==> config.mk <==
export PLATFORM = sky130hd
export DESIGN_NAME = pot_host_ctrl
export DESIGN_NICKNAME = d
export VERILOG_FILES = /design/src/logic/pot_host_pkg.sv /design/src/logic/cycle_timer.sv /design/src/logic/pot_host_ctrl.sv
export SDC_FILE = /design/constraint.sdc
export NUM_CORES = 1
export LEC_CHECK = 0
export BUFFER_PORTS_ARGS = -buffer_cell sky130_fd_sc_hd__buf_4
export CAP_MARGIN = 20
export CORE_ASPECT_RATIO = 0.75
export CORE_MARGIN = 5
export CORE_UTILIZATION = 65
export CTS_CLUSTER_DIAMETER = 200
export DETAILED_ROUTE_END_ITERATION = 10
export PLACE_DENSITY = 0.93
export REMOVE_ABC_BUFFERS = 1
export SETUP_SLACK_MARGIN = 0.5
export SYNTH_ARGS = -nofsm -noshare
export SYNTH_HDL_FRONTEND = slang
export SYNTH_SLANG_ARGS = --single-unit
==> constraint.sdc <==
create_clock -name core_clk_in -period 6 [get_ports core_clk_in]
set_input_delay 0.6 -clock core_clk_in [delete_from_list [all_inputs] [get_ports core_clk_in]]
set_output_delay 0.6 -clock core_clk_in [all_outputs]
set_load 0.01 [all_outputs]
==> src/logic/pot_host_pkg.sv <==
// constants, timing figures and carrier types for the wiper host controller
package pot_host_pkg;

	// clock period of core_clk_in in picoseconds (40 MHz)
	localparam int CLK_PERIOD_PS = 25000;

	// interface times, each in its own unit
	localparam int SEL_TO_STEP_NS            = 100;
	localparam int STROBE_HIGH_TO_DIR_CHANGE_NS = 100;
	localparam int DIR_TO_STEP_NS            = 2900;
	localparam int STEP_LOW_NS               = 1000;
	localparam int STEP_HIGH_NS              = 1000;
	localparam int STROBE_TO_DESELECT_GAP_NS = 1000;
	localparam int DESELECT_HOLD_TIME_STORE_MS  = 20;
	localparam int DESELECT_HOLD_TIME_NOSTORE_NS = 100;
	localparam int TAP_SETTLE_DELAY_US       = 100;
	localparam int POWER_UP_SETTLE_US        = 500;

	// least time in picoseconds to whole cycles, rounded up, at least one
	function automatic int cyc_ceil(input longint t_ps);
		longint c;
		c = (t_ps + CLK_PERIOD_PS - 1) / CLK_PERIOD_PS;
		if (c < 1)
			c = 1;
		return int'(c);
	endfunction

	localparam int SEL_TO_STEP_CYC = cyc_ceil(SEL_TO_STEP_NS * 1000);
	localparam int DIR_CHANGE_CYC  =
		cyc_ceil(STROBE_HIGH_TO_DIR_CHANGE_NS * 1000);
	localparam int DIR_TO_STEP_CYC = cyc_ceil(DIR_TO_STEP_NS * 1000);
	localparam int STEP_LOW_CYC    = cyc_ceil(STEP_LOW_NS * 1000);
	localparam int STEP_HIGH_CYC   = cyc_ceil(STEP_HIGH_NS * 1000);
	localparam int STROBE_GAP_CYC  =
		cyc_ceil(STROBE_TO_DESELECT_GAP_NS * 1000);
	localparam int NOSTORE_HOLD_CYC =
		cyc_ceil(DESELECT_HOLD_TIME_NOSTORE_NS * 1000);
	localparam int TAP_SETTLE_CYC  =
		cyc_ceil(longint'(TAP_SETTLE_DELAY_US) * 1000000);
	localparam int STORE_HOLD_CYC  =
		cyc_ceil(longint'(DESELECT_HOLD_TIME_STORE_MS) * 1000000000);
	localparam int PWRUP_CYC       =
		cyc_ceil(longint'(POWER_UP_SETTLE_US) * 1000000);

	// select setup covers both select-to-strobe and direction setup
	localparam int SETUP_CYC = (SEL_TO_STEP_CYC > DIR_TO_STEP_CYC) ?
		SEL_TO_STEP_CYC : DIR_TO_STEP_CYC;
	// a no-save deselect also waits for the taps to settle
	localparam int NOSAVE_WAIT_CYC = (NOSTORE_HOLD_CYC > TAP_SETTLE_CYC) ?
		NOSTORE_HOLD_CYC : TAP_SETTLE_CYC;

	// wiper counter geometry
	localparam int POS_W     = 7;
	localparam int TIMER_W   = 20;
	localparam logic [POS_W-1:0] TAP_MAX  = 7'h63;
	localparam logic [POS_W-1:0] TAP_MIN  = 7'h00;
	localparam logic [POS_W-1:0] POS_ONE  = 7'h01;

	// one move request from the user side
	typedef struct packed {
		logic             dir_up;   // 1 moves toward the high end
		logic [POS_W-1:0] steps;    // number of strobe pulses
		logic             store;    // save position on deselect
		logic             keep_sel; // stay selected for more moves
	} move_cmd_t;

	// the three control pins toward the potentiometer
	typedef struct packed {
		logic select_n; // active-low chip select
		logic step_n;   // active-low step strobe
		logic dir_up;   // direction level
	} pot_pins_t;

	typedef enum logic [2:0] {
		ST_PWRUP,
		ST_IDLE,
		ST_SETUP,
		ST_LOW,
		ST_HIGH,
		ST_HOLD,
		ST_DESEL
	} host_state_t;

endpackage

==> src/logic/cycle_timer.sv <==
// down-counting interval timer that flags expiry of a loaded count
`timescale 1ns/1ps
module cycle_timer
	import pot_host_pkg::*;
#(
	parameter int               W    = TIMER_W,
	parameter logic [W-1:0]     INIT = '0
) (
	input  wire logic         core_clk_in,
	input  wire logic         resetn_in,
	input  wire logic         load_in,    // one-cycle load strobe
	input  wire logic [W-1:0] count_in,   // cycles until expiry
	output logic              expired_out // level, high once elapsed
);

	logic [W-1:0] cnt_reg;     // remaining cycles
	logic [W-1:0] cnt_next;
	logic         expired_reg;
	logic         expired_next;

	// next count: a load wins, otherwise count down and stop at zero
	always_comb begin
		if (load_in)
			cnt_next = count_in;
		else if (cnt_reg != '0)
			cnt_next = cnt_reg - W'(1);
		else
			cnt_next = cnt_reg;
		expired_next = (cnt_next == '0);
	end

	// registers; INIT lets the power-up wait start straight from reset
	always_ff @(posedge core_clk_in or negedge resetn_in) begin
		if (!resetn_in) begin
			cnt_reg     <= INIT;
			expired_reg <= (INIT == '0);
		end else begin
			cnt_reg     <= cnt_next;
			expired_reg <= expired_next;
		end
	end

	assign expired_out = expired_reg;

endmodule

==> src/logic/pot_host_ctrl.sv <==
// host sequencer driving select, step strobe and direction of a digital pot
`timescale 1ns/1ps
module pot_host_ctrl
	import pot_host_pkg::*;
#(
	parameter int STORE_HOLD = STORE_HOLD_CYC, // cycles after a save
	parameter int PWRUP_WAIT = PWRUP_CYC       // cycles after reset
) (
	input  wire logic       core_clk_in,
	input  wire logic       resetn_in,
	input  wire logic       cmd_valid_in,
	input  wire move_cmd_t  cmd_in,
	output logic            cmd_ready_out,
	output logic            busy_out,
	output logic            done_out,
	output logic [POS_W-1:0] pos_out,
	output logic            pos_known_out,
	output pot_pins_t       pins_out
);

	// saturating one-tap move of the position model
	function automatic logic [POS_W-1:0] sat_step(
		input logic [POS_W-1:0] pos,
		input logic             up
	);
		logic [POS_W-1:0] r;
		r = pos;
		if (up && pos < TAP_MAX)
			r = pos + POS_ONE;
		else if (!up && pos > TAP_MIN)
			r = pos - POS_ONE;
		return r;
	endfunction

	host_state_t       state_reg, state_next;   // sequencer state
	pot_pins_t         pins_reg, pins_next;     // pin drivers
	move_cmd_t         cmd_reg, cmd_next;       // request in progress
	logic [POS_W-1:0]  left_reg, left_next;     // strobes still to give
	logic [POS_W-1:0]  pos_reg, pos_next;       // tap position model
	logic              known_reg, known_next;   // model matches device
	logic              ready_reg, ready_next;
	logic              busy_reg, busy_next;
	logic              done_reg, done_next;
	logic              tload;                   // timer load strobe
	logic [TIMER_W-1:0] tcount;                 // timer load value
	logic              texp;                    // interval elapsed

	// one shared timer paces every phase of the pin sequence
	cycle_timer #(
		.W    (TIMER_W),
		.INIT (TIMER_W'(PWRUP_WAIT))
	) u_timer (
		.core_clk_in (core_clk_in),
		.resetn_in   (resetn_in),
		.load_in     (tload),
		.count_in    (tcount),
		.expired_out (texp)
	);

	// next-state logic of the sequencer and its pins
	always_comb begin
		state_next = state_reg;
		pins_next  = pins_reg;
		cmd_next   = cmd_reg;
		left_next  = left_reg;
		pos_next   = pos_reg;
		known_next = known_reg;
		done_next  = 1'b0;
		tload      = 1'b0;
		tcount     = '0;
		case (state_reg)
			ST_PWRUP: begin
				// the device recalls its saved tap; stay off the pins
				if (texp)
					state_next = ST_IDLE;
			end
			ST_IDLE: begin
				// deselected, strobe high long enough to move direction
				if (cmd_valid_in) begin
					cmd_next = cmd_in;
					if (cmd_in.steps == TAP_MIN && !cmd_in.keep_sel) begin
						// nothing to do, selecting would only wear memory
						done_next = 1'b1;
					end else begin
						pins_next.dir_up   = cmd_in.dir_up;
						pins_next.select_n = 1'b0;
						left_next  = cmd_in.steps;
						tload      = 1'b1;
						tcount     = TIMER_W'(SETUP_CYC);
						state_next = ST_SETUP;
					end
				end
			end
			ST_SETUP: begin
				// select and direction setup before the first strobe
				if (texp) begin
					if (left_reg == TAP_MIN) begin
						done_next  = 1'b1;
						state_next = ST_HOLD;
					end else begin
						pins_next.step_n = 1'b0;
						pos_next   = sat_step(pos_reg, pins_reg.dir_up);
						left_next  = left_reg - POS_ONE;
						tload      = 1'b1;
						tcount     = TIMER_W'(STEP_LOW_CYC);
						state_next = ST_LOW;
					end
				end
			end
			ST_LOW: begin
				if (texp) begin
					if (left_reg == TAP_MIN && !cmd_reg.store &&
					    !cmd_reg.keep_sel) begin
						// strobe stays low through the deselect: no save
						pins_next.select_n = 1'b1;
						tload      = 1'b1;
						tcount     = TIMER_W'(NOSAVE_WAIT_CYC);
						state_next = ST_DESEL;
					end else begin
						// rising edge moves nothing, it only rearms
						pins_next.step_n = 1'b1;
						tload      = 1'b1;
						tcount     = TIMER_W'(STEP_HIGH_CYC);
						state_next = ST_HIGH;
					end
				end
			end
			ST_HIGH: begin
				// high phase also covers the strobe-to-deselect gap
				if (texp) begin
					if (left_reg != TAP_MIN) begin
						pins_next.step_n = 1'b0;
						pos_next   = sat_step(pos_reg, pins_reg.dir_up);
						left_next  = left_reg - POS_ONE;
						tload      = 1'b1;
						tcount     = TIMER_W'(STEP_LOW_CYC);
						state_next = ST_LOW;
					end else if (cmd_reg.keep_sel) begin
						done_next  = 1'b1;
						state_next = ST_HOLD;
					end else begin
						pins_next.select_n = 1'b1;
						tload      = 1'b1;
						tcount     = TIMER_W'(STORE_HOLD);
						state_next = ST_DESEL;
					end
				end
			end
			ST_HOLD: begin
				// still selected, strobe high: more moves may follow
				if (cmd_valid_in) begin
					cmd_next = cmd_in;
					if (cmd_in.steps != TAP_MIN) begin
						pins_next.dir_up = cmd_in.dir_up;
						left_next  = cmd_in.steps;
						tload      = 1'b1;
						tcount     = TIMER_W'(DIR_TO_STEP_CYC);
						state_next = ST_SETUP;
					end else if (!cmd_in.keep_sel) begin
						// with no strobe left to hold low, leaving saves
						pins_next.select_n = 1'b1;
						tload      = 1'b1;
						tcount     = TIMER_W'(STORE_HOLD);
						state_next = ST_DESEL;
					end else begin
						done_next = 1'b1;
					end
				end
			end
			ST_DESEL: begin
				// strobe returns high while deselected, ignored there
				pins_next.step_n = 1'b1;
				if (texp) begin
					done_next  = 1'b1;
					state_next = ST_IDLE;
				end
			end
			default: begin
				state_next = ST_IDLE;
				pins_next  = '{select_n: 1'b1, step_n: 1'b1, dir_up: 1'b0};
			end
		endcase
		// a full-length downward move pins the model to the bottom tap
		if (tload && state_next == ST_SETUP && !cmd_next.dir_up &&
		    cmd_next.steps >= TAP_MAX)
			known_next = 1'b1;
		ready_next = (state_next == ST_IDLE) || (state_next == ST_HOLD);
		busy_next  = !ready_next;
	end

	// registers only; pins rest deselected with strobe inactive
	always_ff @(posedge core_clk_in or negedge resetn_in) begin
		if (!resetn_in) begin
			state_reg <= ST_PWRUP;
			pins_reg  <= '{select_n: 1'b1, step_n: 1'b1, dir_up: 1'b0};
			cmd_reg   <= '0;
			left_reg  <= '0;
			pos_reg   <= '0;
			known_reg <= 1'b0;
			ready_reg <= 1'b0;
			busy_reg  <= 1'b1;
			done_reg  <= 1'b0;
		end else begin
			state_reg <= state_next;
			pins_reg  <= pins_next;
			cmd_reg   <= cmd_next;
			left_reg  <= left_next;
			pos_reg   <= pos_next;
			known_reg <= known_next;
			ready_reg <= ready_next;
			busy_reg  <= busy_next;
			done_reg  <= done_next;
		end
	end

	assign pins_out      = pins_reg;
	assign cmd_ready_out = ready_reg;
	assign busy_out      = busy_reg;
	assign done_out      = done_reg;
	assign pos_out       = pos_reg;
	assign pos_known_out = known_reg;

	// helper counters read only by the checks below
	logic [TIMER_W-1:0] lo_cnt_reg, lo_cnt_next;   // strobe low cycles
	logic [TIMER_W-1:0] hi_cnt_reg, hi_cnt_next;   // strobe high cycles
	logic [TIMER_W-1:0] off_cnt_reg, off_cnt_next; // select high cycles
	logic [TIMER_W-1:0] up_cnt_reg, up_cnt_next;   // cycles since reset
	logic               saved_reg, saved_next;     // last deselect saved

	// saturating counts of strobe low, strobe high and select high time, and of cycles since reset
	always_comb begin
		lo_cnt_next  = pins_reg.step_n ? '0 : lo_cnt_reg + TIMER_W'(1);
		hi_cnt_next  = !pins_reg.step_n ? '0 : hi_cnt_reg + TIMER_W'(1);
		off_cnt_next = !pins_reg.select_n ? '0 : off_cnt_reg + TIMER_W'(1);
		up_cnt_next  = up_cnt_reg + TIMER_W'(1);
		if (lo_cnt_reg == '1)
			lo_cnt_next = lo_cnt_reg;
		if (hi_cnt_reg == '1)
			hi_cnt_next = hi_cnt_reg;
		if (off_cnt_reg == '1)
			off_cnt_next = off_cnt_reg;
		if (up_cnt_reg == '1)
			up_cnt_next = up_cnt_reg;
		saved_next = saved_reg;
		if (!pins_reg.select_n && pins_next.select_n)
			saved_next = pins_next.step_n;
	end

	always_ff @(posedge core_clk_in or negedge resetn_in) begin
		if (!resetn_in) begin
			lo_cnt_reg  <= '0;
			hi_cnt_reg  <= '0;
			off_cnt_reg <= '0;
			up_cnt_reg  <= '0;
			saved_reg   <= 1'b0;
		end else begin
			lo_cnt_reg  <= lo_cnt_next;
			hi_cnt_reg  <= hi_cnt_next;
			off_cnt_reg <= off_cnt_next;
			up_cnt_reg  <= up_cnt_next;
			saved_reg   <= saved_next;
		end
	end

	no_sel_low_a: assert property (@(posedge core_clk_in)
		disable iff (!resetn_in)
		$fell(pins_out.select_n) |-> pins_out.step_n)
		else $error("select lowered while strobe low");

	store_gap_a: assert property (@(posedge core_clk_in)
		disable iff (!resetn_in)
		$rose(pins_out.select_n) && pins_out.step_n |->
			hi_cnt_reg >= TIMER_W'(STROBE_GAP_CYC))
		else $error("strobe high too briefly before save deselect");

	reselect_hold_a: assert property (@(posedge core_clk_in)
		disable iff (!resetn_in)
		$fell(pins_out.select_n) && saved_reg |->
			off_cnt_reg >= TIMER_W'(STORE_HOLD))
		else $error("reselected too soon after a save");

	nosave_hold_a: assert property (@(posedge core_clk_in)
		disable iff (!resetn_in)
		$fell(pins_out.select_n) |->
			off_cnt_reg >= TIMER_W'(NOSTORE_HOLD_CYC))
		else $error("reselected too soon after deselect");

	dir_change_a: assert property (@(posedge core_clk_in)
		disable iff (!resetn_in)
		$changed(pins_out.dir_up) |->
			pins_out.step_n && hi_cnt_reg >= TIMER_W'(DIR_CHANGE_CYC))
		else $error("direction moved too soon after strobe rose");

	save_choice_a: assert property (@(posedge core_clk_in)
		disable iff (!resetn_in)
		$rose(pins_out.select_n) |->
			pins_out.step_n == (cmd_reg.store || cmd_reg.keep_sel ||
				$past(state_reg) == ST_HOLD))
		else $error("deselect strobe level disagrees with save request");

	power_wait_a: assert property (@(posedge core_clk_in)
		disable iff (!resetn_in)
		$fell(pins_out.select_n) |-> up_cnt_reg >= TIMER_W'(PWRUP_WAIT))
		else $error("device selected before power-up settling");

	step_model_a: assert property (@(posedge core_clk_in)
		disable iff (!resetn_in)
		$fell(pins_out.step_n) |->
			!pins_out.select_n &&
			pos_out == sat_step($past(pos_out), pins_out.dir_up))
		else $error("position model did not follow the step");

	strobe_width_a: assert property (@(posedge core_clk_in)
		disable iff (!resetn_in)
		$rose(pins_out.step_n) && !pins_out.select_n |->
			lo_cnt_reg >= TIMER_W'(STEP_LOW_CYC))
		else $error("strobe low phase too short");

	tap_range_a: assert property (@(posedge core_clk_in)
		disable iff (!resetn_in)
		pos_out <= TAP_MAX)
		else $error("position model beyond last tap");

endmodule

==> results_dict.tcl, run 1 <==
set metrics [dict create \
    status "finished, final reports clean" \
    cts-buffers-inserted 5 \
    rows 22 \
    grt_usage_pct 27.1 \
    ys_types 60 \
    crit_chain "nor4_1, and4_1, nand2_1, a311oi_1, a41oi_1, nor4_2" \
    p_seq_share_pct 60.5 \
    portBuffers 26 \
    multiInputGateArea_um2 1860 \
    dpl_worst_slack_ns 3.24 \
    intPower_uw 484 \
    firstDrtPassIters 6 \
    drtIter0Drc 523 \
    path_delay_family "simple AND/OR/NAND/NOR gates" \
    clock_skew_ns 0.00932 \
    hold_ws_ns 0.338 \
    netlist.area_leader.share_pct 34.7 \
    switching_share_pct 23.1 \
    dp_cells 473 \
    syn_area_um2 3390 \
    hold_path_class "in -> async" \
    largest_reg_flops 20 \
    io-pin-count 27 \
    die_h_um 72.5 \
    final_hold_viol_count 0 \
    syn_inst 396 \
    max_freq_mhz 352 \
    overflow 0 \
    required_ns 6.20 \
    grt_antenna_before_repair 0 \
    fin_util_pct 74.2 \
    root_buffer "clkbuf_8" \
    grt_pass1_wl_mm 14.7 \
    tns_ns 0 \
    period_share_pct 47.4 \
    grt_pass1_vias 3038 \
    fin_crit_ns 2.84 \
    finalMaxSlewViolations 0 \
    crit_start "u_timer.cnt_reg[10]$_DFF_PN1_" \
    drive_gt1_share_pct 12.2 \
    dieArea_um2 6770 \
    ys.warnings.count 0 \
    ir_drop_mv 0.172 \
    ys.flop_type "dfrtp_1" \
    start_util_pct 68.0 \
    max_stage_delay_ns 0.68 \
    crit_type "reg -> reg" \
    tritoncts "yes" \
    synthArstFlopShare_pct 100 \
    p_leak_nw 1.56 \
    antenna_cells 0 \
    fp.coreArea_um2 4980 \
    layout_setup_ws_ns 3.16 \
    ys_ff_latch 55 \
    post-route-drc-count 0 \
    clock_latency_ns 0.31 \
    cp-start-kind "register" \
    reg2reg_to "u_timer.expired_out$_DFF_PN0_" \
    dp_hpwl_mm 6.03 \
    cts.hold.buffers_added 0 \
    worst_pin_slew_ns 0.935 \
    gp_congestion 0.938 \
    slew_headroom_pct 37.6 \
    setup_violations 0 \
    ant_nets 0 \
    syn_to_final_growth_pct 9.05 \
    post_drt_wl_per_cell_um 17.8 \
    r2r_slack_ns 3.16 \
    n_fill_cell 358 \
    max-cap-violations 0 \
    avgViaCountPerCell 6.67 \
    p_comb_share_pct 5.4 \
    cp_max_fo 9 \
    cp.arrival_ns 3.05 \
    cts_setup_buffers 0 \
    powerDensity_nw_per_um2 170 \
    grt_max_degree 56 \
    synth_edf_count 0 \
    htree_levels 2 \
    synth_area_leader_cell "dfrtp_1" \
    endpoint_kind "register" \
    clk_pin_slew_ns 0.10 \
    cts.repair.resized 0 \
    synth_common_cells "nand2_1 (55), dfrtp_1 (47), o21ai_0 (31)" \
    die_x_um 93.4 \
    finalWirelength_mm 8.59 \
    post_layout_nonfiller_instances 482 \
    critical_path_buf_inv_count 0 \
    r2r_cells 6 \
    seq_area_um2 1390 \
    vias 3216 \
    final_nets 431 \
    p_clk_share_pct 34.1 \
    ys_top_cells_by_area "dfrtp_1 (35%), dfstp_2 (6.2%), nand2_1 (6.1%), o21ai_0 (4.6%), xnor2_1 (3.9%)" \
    clk_path_buf_depth 2 \
    syn_avg_cell_area_um2 8.56 \
    yosysMostFrequentCell "nand2_1" \
    cts_num_sinks 55 \
    yosysSeqAreaShare_pct 40.9 \
    r2r-start "u_timer.cnt_reg[10]$_DFF_PN1_" \
    p_sw_uw 145 \
    rsz0062_at_grt "no" \
    cp_slowest_cell "nor4_1" \
]
-- layout by cell type, fill, tap and decap left out, types with 4 or more instances in the layout --
| master | count |
|---|---|
| a211oi_1 | 7 |
| a21oi_1 | 24 |
| a31oi_1 | 8 |
| buf_4 | 26 |
| clkbuf_8 | 6 |
| dfrtp_1 | 47 |
| dfstp_2 | 8 |
| ha_1 | 8 |
| inv_1 | 17 |
| nand2_1 | 55 |
| nand3_1 | 5 |
| nor2_1 | 26 |
| nor2b_1 | 5 |
| nor3_1 | 23 |
| nor4_1 | 9 |
| o21a_1 | 4 |
| o21ai_0 | 31 |
| o22a_1 | 5 |
| or3_1 | 9 |
| or4_1 | 4 |
| xnor2_1 | 15 |
-- metal layers --
layer | vias to the layer above | track usage, % | share of wire [%]
li1 | 1473 | - | -
met1 | 1536 | 38.4 | 44
met2 | 183 | 41.4 | 45
met3 | 24 | 6.63 | 9.8
met4 | 0 | 7.97 | 1.8
met5 | - | 0 | 0
-- cells by family (layout without fill, tap and decap cells) --
group                      count (synthesis)  in the layout  synth area share, %
AOI/OAI and AO/OA                        114            114                 22.0
buffers and inverters                     38             52                 4.28
DFF                                       55             55                 40.9
xor gates and xnor gates                  16             16                 4.14
and+or+nand+nor                          163            163                 24.7
adders and majority gates                  9              9                 3.55
muxes                                      1              1                0.332
-- power by group through the flow --
stage / Clock, mW / Sequential (mW) / Combinational (mW)
4_1_cts: 0.217 / 0.381 / 0.0338
3_3_place_gp: 0 / 0.387 / 0.0319
3_5_place_dp: 0 / 0.388 / 0.0337
5_1_grt: 0.234 / 0.382 / 0.0385
2_1_floorplan: 0 / 0.387 / 0.0144
6_report: 0.215 / 0.381 / 0.0338
-- metrics by stage --
step	area, um^2	power [mW]
2_1_floorplan	3310	0.401
3_3_place_gp	3590	0.419
3_5_place_dp	3590	0.422
4_1_cts	3690	0.631
5_1_grt	3690	0.655
6_report	3690	0.629
-- worst max path at each step --
stage / end / slack (ns) / depth (start not counted)
after floorplan: pos_out[6]$_DFFE_PN0P_ / 3.50 / 10
after global placement: pos_out[6]$_DFFE_PN0P_ / 3.29 / 10
after detailed placement: left_reg[5]$_DFFE_PN0P_ / 3.24 / 6
after CTS: left_reg[5]$_DFFE_PN0P_ / 3.20 / 6
after global routing: pos_out[6]$_DFFE_PN0P_ / 2.93 / 8
final: u_timer.expired_out$_DFF_PN0_ / 3.16 / 6
-- final cells by class --
type	count	share of cell area [%]
Clock buffer	7	2.34
Clock inverter	1	0.237
Inverter	17	1.73
Multi-Input combinational cell	303	50.3
Sequential cell	55	37.5
Tap cell	72	2.44
Timing Repair Buffer	27	5.49
No activity file was read; power rests on OpenSTA's default activity.
==> inputs of run 2 (changes only) <==
--- a/config.mk
+++ b/config.mk
@@ -9,10 +9,10 @@
 export CAP_MARGIN = 20
 export CORE_ASPECT_RATIO = 0.75
 export CORE_MARGIN = 5
-export CORE_UTILIZATION = 65
+export CORE_UTILIZATION = 60
 export CTS_CLUSTER_DIAMETER = 200
 export DETAILED_ROUTE_END_ITERATION = 10
-export PLACE_DENSITY = 0.93
+export PLACE_DENSITY = 0.88
 export REMOVE_ABC_BUFFERS = 1
 export SETUP_SLACK_MARGIN = 0.5
 export SYNTH_ARGS = -nofsm -noshare
==> constraint.sdc (replaced) <==
create_clock -name core_clk_in -period 3 [get_ports core_clk_in]
set_input_delay 0.3 -clock core_clk_in [delete_from_list [all_inputs] [get_ports core_clk_in]]
set_output_delay 0.3 -clock core_clk_in [all_outputs]
set_load 0.01 [all_outputs]
==> run 2 against run 1 <==
Net effect:
- count of clock-buffer cells in the layout fell by 1
- sequential power rose by 100%
- die area rose by 7.3%
- final cell count rose by 3.7%
- routed wire length fell by 0.96%
- clock power rose to 2.7 times the previous value
- largest cell class unchanged
- critical endpoint unchanged
==> results_dict.tcl, run 2 (synthesis gave the netlist of run 1 again) <==
set metrics [dict create \
    status "finished, final reports clean" \
    antenna_cells 0 \
    cp-start-kind "register" \
    intPower_mw 1.11 \
    cts-buffers-inserted 5 \
    hold_path_class "in -> async" \
    dp_hpwl_mm 5.80 \
    ir_drop_mv 0.299 \
    fin_crit_ns 2.48 \
    final_hold_viol_count 0 \
    crit_start "u_timer.cnt_reg[7]$_DFF_PN0_" \
    endpoint_kind "register" \
    p_clk_share_pct 40.8 \
    cp.arrival_ns 2.69 \
    p_sw_uw 289 \
    clock_skew_ns 0.00786 \
    die_h_um 75.1 \
    max-cap-violations 0 \
    p_leak_nw 1.64 \
    tritoncts "yes" \
    final_nets 446 \
    ant_nets 0 \
    tns_ns 0 \
    overflow 0 \
    drive_gt1_share_pct 20.5 \
    r2r_slack_ns 0.52 \
    htree_levels 2 \
    final_common_cell "nand2_1" \
    firstDrtPassIters 6 \
    drtIter0Drc 322 \
    fp.coreArea_um2 5410 \
    gp_congestion 0.896 \
    finalWirelength_mm 8.50 \
    die_x_um 96.8 \
    syn_to_final_growth_pct 15.9 \
    avgViaCountPerCell 6.38 \
    final_cell_mix "nand2_1 (55), buf_4 (42), dfrtp_1 (41)" \
    rows 23 \
    reg2reg_to "u_timer.expired_out$_DFF_PN0_" \
    rsz0062_at_grt "yes" \
    slew_headroom_pct 54.6 \
    clock_latency_ns 0.30 \
    dieArea_um2 7270 \
    grt_max_degree 56 \
    root_buffer "clkbuf_8" \
    p_comb_share_pct 4.8 \
    worst_pin_slew_ns 0.681 \
    grt_pass1_wl_mm 13.9 \
    portBuffers 26 \
    r2r_cells 6 \
    vias 3190 \
    post_drt_wl_per_cell_um 17.0 \
    max_freq_mhz 404 \
    crit_type "reg -> reg" \
    grt_usage_pct 23.4 \
    r2r-start "u_timer.cnt_reg[7]$_DFF_PN0_" \
    start_util_pct 62.6 \
    period_share_pct 82.6 \
    p_seq_share_pct 54.3 \
    clk_path_buf_depth 2 \
    cp_max_fo 4 \
    switching_share_pct 20.6 \
    powerDensity_nw_per_um2 357 \
    required_ns 3.21 \
    clk_pin_slew_ns 0.10 \
    cts.hold.buffers_added 0 \
    post-route-drc-count 0 \
    endpoint "u_timer.expired_out$_DFF_PN0_" \
    cts_num_sinks 55 \
    placed_cell_area_um2 3650 \
    setup_violations 0 \
    grt_antenna_before_repair 0 \
    largest_reg_flops 20 \
    finalMaxSlewViolations 0 \
    io-pin-count 27 \
    final_area_um2 3930 \
    grt_pass1_vias 2886 \
]
run 2: changes by cell type in the layout (fill, tap and decap cells not counted), moves of 4 or more:
| cell | before | now |
|---|---|---|
| dfrtp_2 | 0 | 6 |
| a21oi_1 | 24 | 20 |
| dfrtp_1 | 47 | 41 |
| a21oi_2 | 0 | 4 |
| buf_4 | 26 | 42 |
run 2: how the worst min path moves through the flow:
stage / startpoint / endpoint / depth (start not counted)
2_1_floorplan: resetn_in / cmd_ready_out$_DFF_PN0_ / 0
3_3_place_gp: resetn_in / u_timer.cnt_reg[1]$_DFF_PN0_ / 1
3_5_place_dp: resetn_in / u_timer.cnt_reg[1]$_DFF_PN0_ / 1
4_1_cts: resetn_in / u_timer.cnt_reg[1]$_DFF_PN0_ / 1
5_1_grt: resetn_in / u_timer.cnt_reg[18]$_DFF_PN0_ / 1
6_report: resetn_in / u_timer.cnt_reg[1]$_DFF_PN0_ / 1
run 2: timing repair:
action / CTS / global route
setup endpoints to repair: 6 / 12
buffers inserted: 1 / 8
resized for setup: 10 / 16
pin swaps: 2 / 6
run 2: through the flow:
step | power [mW] | setup slack [ns] | instances | utilization [%] | hold slack, ns
6_report | 1.40 | 0.522 | 500 | 72.6 | 0.0218
3_5_place_dp | 0.842 | 0.298 | 483 | 67.4 | 0.389
4_1_cts | 1.41 | 0.449 | 492 | 70.7 | 0.0562
2_1_floorplan | 0.802 | 0.497 | 375 | - | 0.00441
5_1_grt | 1.45 | 0.420 | 500 | 72.6 | 0.0794
3_3_place_gp | 0.840 | 0.418 | 483 | 67.4 | 0.386
run 2: layer usage:
metal | track usage [%] | share of wire [%]
met1 | 35.0 | 45
met2 | 35.5 | 44
met5 | 0 | 0
met3 | 4.63 | 9.9
met4 | 5.14 | 1.0
run 2: area by class of cell:
class                      instances  area, um^2
clock inverter                     2        60.1
timing repair buffer              42         315
multi-input combinational        303        1930
fill                             415        1480
clock buffer                       6        72.6
sequential                        55        1390
inverter                          17        66.3
tap                               75        93.8
run 2: power groups by stage:
stage | clock network, mW | registers, mW | logic [mW]
6_report | 0.573 | 0.762 | 0.0673
5_1_grt | 0.615 | 0.763 | 0.0769
4_1_cts | 0.582 | 0.761 | 0.0669
3_5_place_dp | 0 | 0.775 | 0.0663
3_3_place_gp | 0 | 0.775 | 0.0650
2_1_floorplan | 0 | 0.773 | 0.0287
run 2: worst max-delay path, stage by stage, from the launching register on:
cell and delay (ns):
dfrtp_1 0.41, or4_4 0.58, or4_1 0.49, a211o_1 0.23
a311oi_1 0.32, a41oi_1 0.19, nor4_2 0.17
==> inputs of run 3 (changes only) <==
==> constraint.sdc (replaced) <==
create_clock -name core_clk_in -period 2.58 [get_ports core_clk_in]
set_input_delay 0.258 -clock core_clk_in [delete_from_list [all_inputs] [get_ports core_clk_in]]
set_output_delay 0.258 -clock core_clk_in [all_outputs]
set_load 0.01 [all_outputs]
==> run 3 against run 2 <==
Net effect:
- hold slack worse by 0.035 ns
- design area grew 17%
- final cell count increased by 10%
- routed wire length is 47% higher
- sequential power increased by 17%
- critical path depth did not move
- non-clock buffer count rose by 50
- largest cell class unchanged
- the flow now finishes with violations (negative hold slack)
- via count up 23%
- register-to-register slack lost 0.48 ns
- worst setup slack got worse by 0.48 ns
- flip-flop and latch count is the same
- utilization rose by 12 points
==> results_dict.tcl, run 3 (synthesis gave the netlist of run 1 again) <==
set metrics [dict create \
    overflow 0 \
    setup_violations 0 \
    crit_chain "or4_4, or4_1, a211o_1, a311oi_1, a41oi_1, nor4_2" \
    grt_usage_pct 26.7 \
    htree_levels 2 \
    finalMaxSlewViolations 0 \
    final_cell_mix "buf_4 (84), nand2_1 (51), dfrtp_1 (42)" \
    placed_cell_area_um2 3750 \
    max_stage_delay_ns 0.53 \
    period_share_pct 98.2 \
    die_x_um 96.8 \
    required_ns 2.80 \
    switching_share_pct 24.3 \
    powerDensity_nw_per_um2 329 \
    p_clk_share_pct 33.7 \
    intPower_mw 1.14 \
    layout_setup_ws_ns 0.0466 \
    vias 3916 \
    cp_slowest_cell "or4_4" \
    cts-buffers-inserted 5 \
    dp_cells 497 \
    syn_to_final_growth_pct 35.1 \
    grt_pass1_wl_mm 15.7 \
    clock_skew_ns 0.0108 \
    p_seq_share_pct 59.1 \
    hold_path_class "in -> async" \
    p_sw_uw 366 \
    dpl_worst_slack_ns 0.0347 \
    rows 23 \
    clk_path_buf_depth 2 \
    dieArea_um2 7270 \
    ant_nets 0 \
    drtIter0Drc 733 \
    fin_util_pct 84.6 \
    failed_checks "negative hold slack" \
    portBuffers 26 \
    reg2reg_to "u_timer.expired_out$_DFF_PN0_" \
    grt_pass1_vias 3145 \
    drive_gt1_share_pct 36.3 \
    ir_drop_mv 0.302 \
    dp_hpwl_mm 6.23 \
    antenna_cells 0 \
    worst_pin_slew_ns 0.724 \
    crit_type "reg -> reg" \
    fin_crit_ns 2.53 \
    cts_num_sinks 55 \
    max-cap-violations 0 \
    status "finished, violations left" \
    cp-start-kind "register" \
    cp.arrival_ns 2.75 \
    io-pin-count 27 \
    p_comb_share_pct 7.1 \
    largest_reg_flops 20 \
    final_nets 497 \
    endpoint_kind "register" \
    r2r-start "u_timer.cnt_reg[6]$_DFF_PN0_" \
    p_leak_nw 1.91 \
    grt_antenna_before_repair 0 \
    rsz0062_at_grt "yes" \
    root_buffer "clkbuf_8" \
    post-route-drc-count 0 \
    post_layout_nonfiller_instances 551 \
    avgViaCountPerCell 7.11 \
    final_area_um2 4580 \
    gp_congestion 0.932 \
    fp.coreArea_um2 5410 \
    hold_ws_ns -0.0131 \
    grt_max_degree 56 \
    start_util_pct 62.6 \
    firstDrtPassIters 9 \
    final_common_cell "buf_4" \
    clock_latency_ns 0.31 \
    finalWirelength_mm 12.5 \
    clk_pin_slew_ns 0.10 \
    final_hold_viol_count 33 \
    slew_headroom_pct 51.8 \
    r2r_cells 6 \
    cts.hold.buffers_added 0 \
    post_drt_wl_per_cell_um 22.7 \
    tritoncts "yes" \
    die_h_um 75.1 \
    max_freq_mhz 395 \
    r2r_slack_ns 0.05 \
    cp_max_fo 2 \
]
==> run 3: how the worst max path moves through the flow <==
stage	slack [ns]	depth (start not counted)	start	to
after floorplan	0.08	10	pos_out[1]$_DFFE_PN0P_	pos_out[6]$_DFFE_PN0P_
after global placement	0.14	10	pos_out[1]$_DFFE_PN0P_	pos_out[6]$_DFFE_PN0P_
after detailed placement	0.03	10	pos_out[1]$_DFFE_PN0P_	pos_out[6]$_DFFE_PN0P_
after CTS	0.27	6	u_timer.cnt_reg[4]$_DFF_PN0_	u_timer.expired_out$_DFF_PN0_
after global routing	-0.008	6	u_timer.cnt_reg[4]$_DFF_PN0_	u_timer.expired_out$_DFF_PN0_
final	0.05	6	u_timer.cnt_reg[6]$_DFF_PN0_	u_timer.expired_out$_DFF_PN0_
==> run 3: final cells by class <==
cell class              instances  area, um^2
flip-flops and latches         55        1390
clock buffers                   7        86.3
well taps                      75        93.8
repair buffers                 92         729
fillers                       296         833
inverters                      17        70.1
clock inverters                 1        8.76
multi-input cells             304        2200
==> run 3: critical path, delay by kind of cell, from the launching register on <==
family          cells  cell delay [ns]
compound gates      3             0.87
flops               1             0.41
simple gates        3             1.17
==> run 3: per-layer routing <==
metal | up-vias | wire length [um] | GRT usage (%)
met1 | 1821 | 4650 | 37.8
met2 | 389 | 5580 | 42.7
met5 | - | 0 | 0
met4 | 0 | 522 | 6.39
li1 | 1613 | - | -
met3 | 93 | 1750 | 5.65
==> run 3: power groups by stage <==
stage	Sequential, mW	Clock (mW)	Combinational (mW)
floorplan	0.899	0	0.0334
global placement	0.901	0	0.0770
detailed placement	0.902	0	0.0785
CTS	0.886	0.513	0.0872
global route	0.891	0.548	0.115
finish	0.890	0.507	0.107
==> run 3: metrics by stage <==
step	TNS, ns	total power, mW
2_1_floorplan	0	0.933
3_3_place_gp	0	0.978
3_5_place_dp	0	0.980
4_1_cts	0	1.49
5_1_grt	-0.00774	1.55
6_report	0	1.50
==> run 3: repair_timing <==
item / CTS / global route
gates resized for setup: 32 / 56
setup endpoints to repair: 33 / 28
pin swaps: 17 / 18
cloned: 0 / 1
buffers inserted: 17 / 28
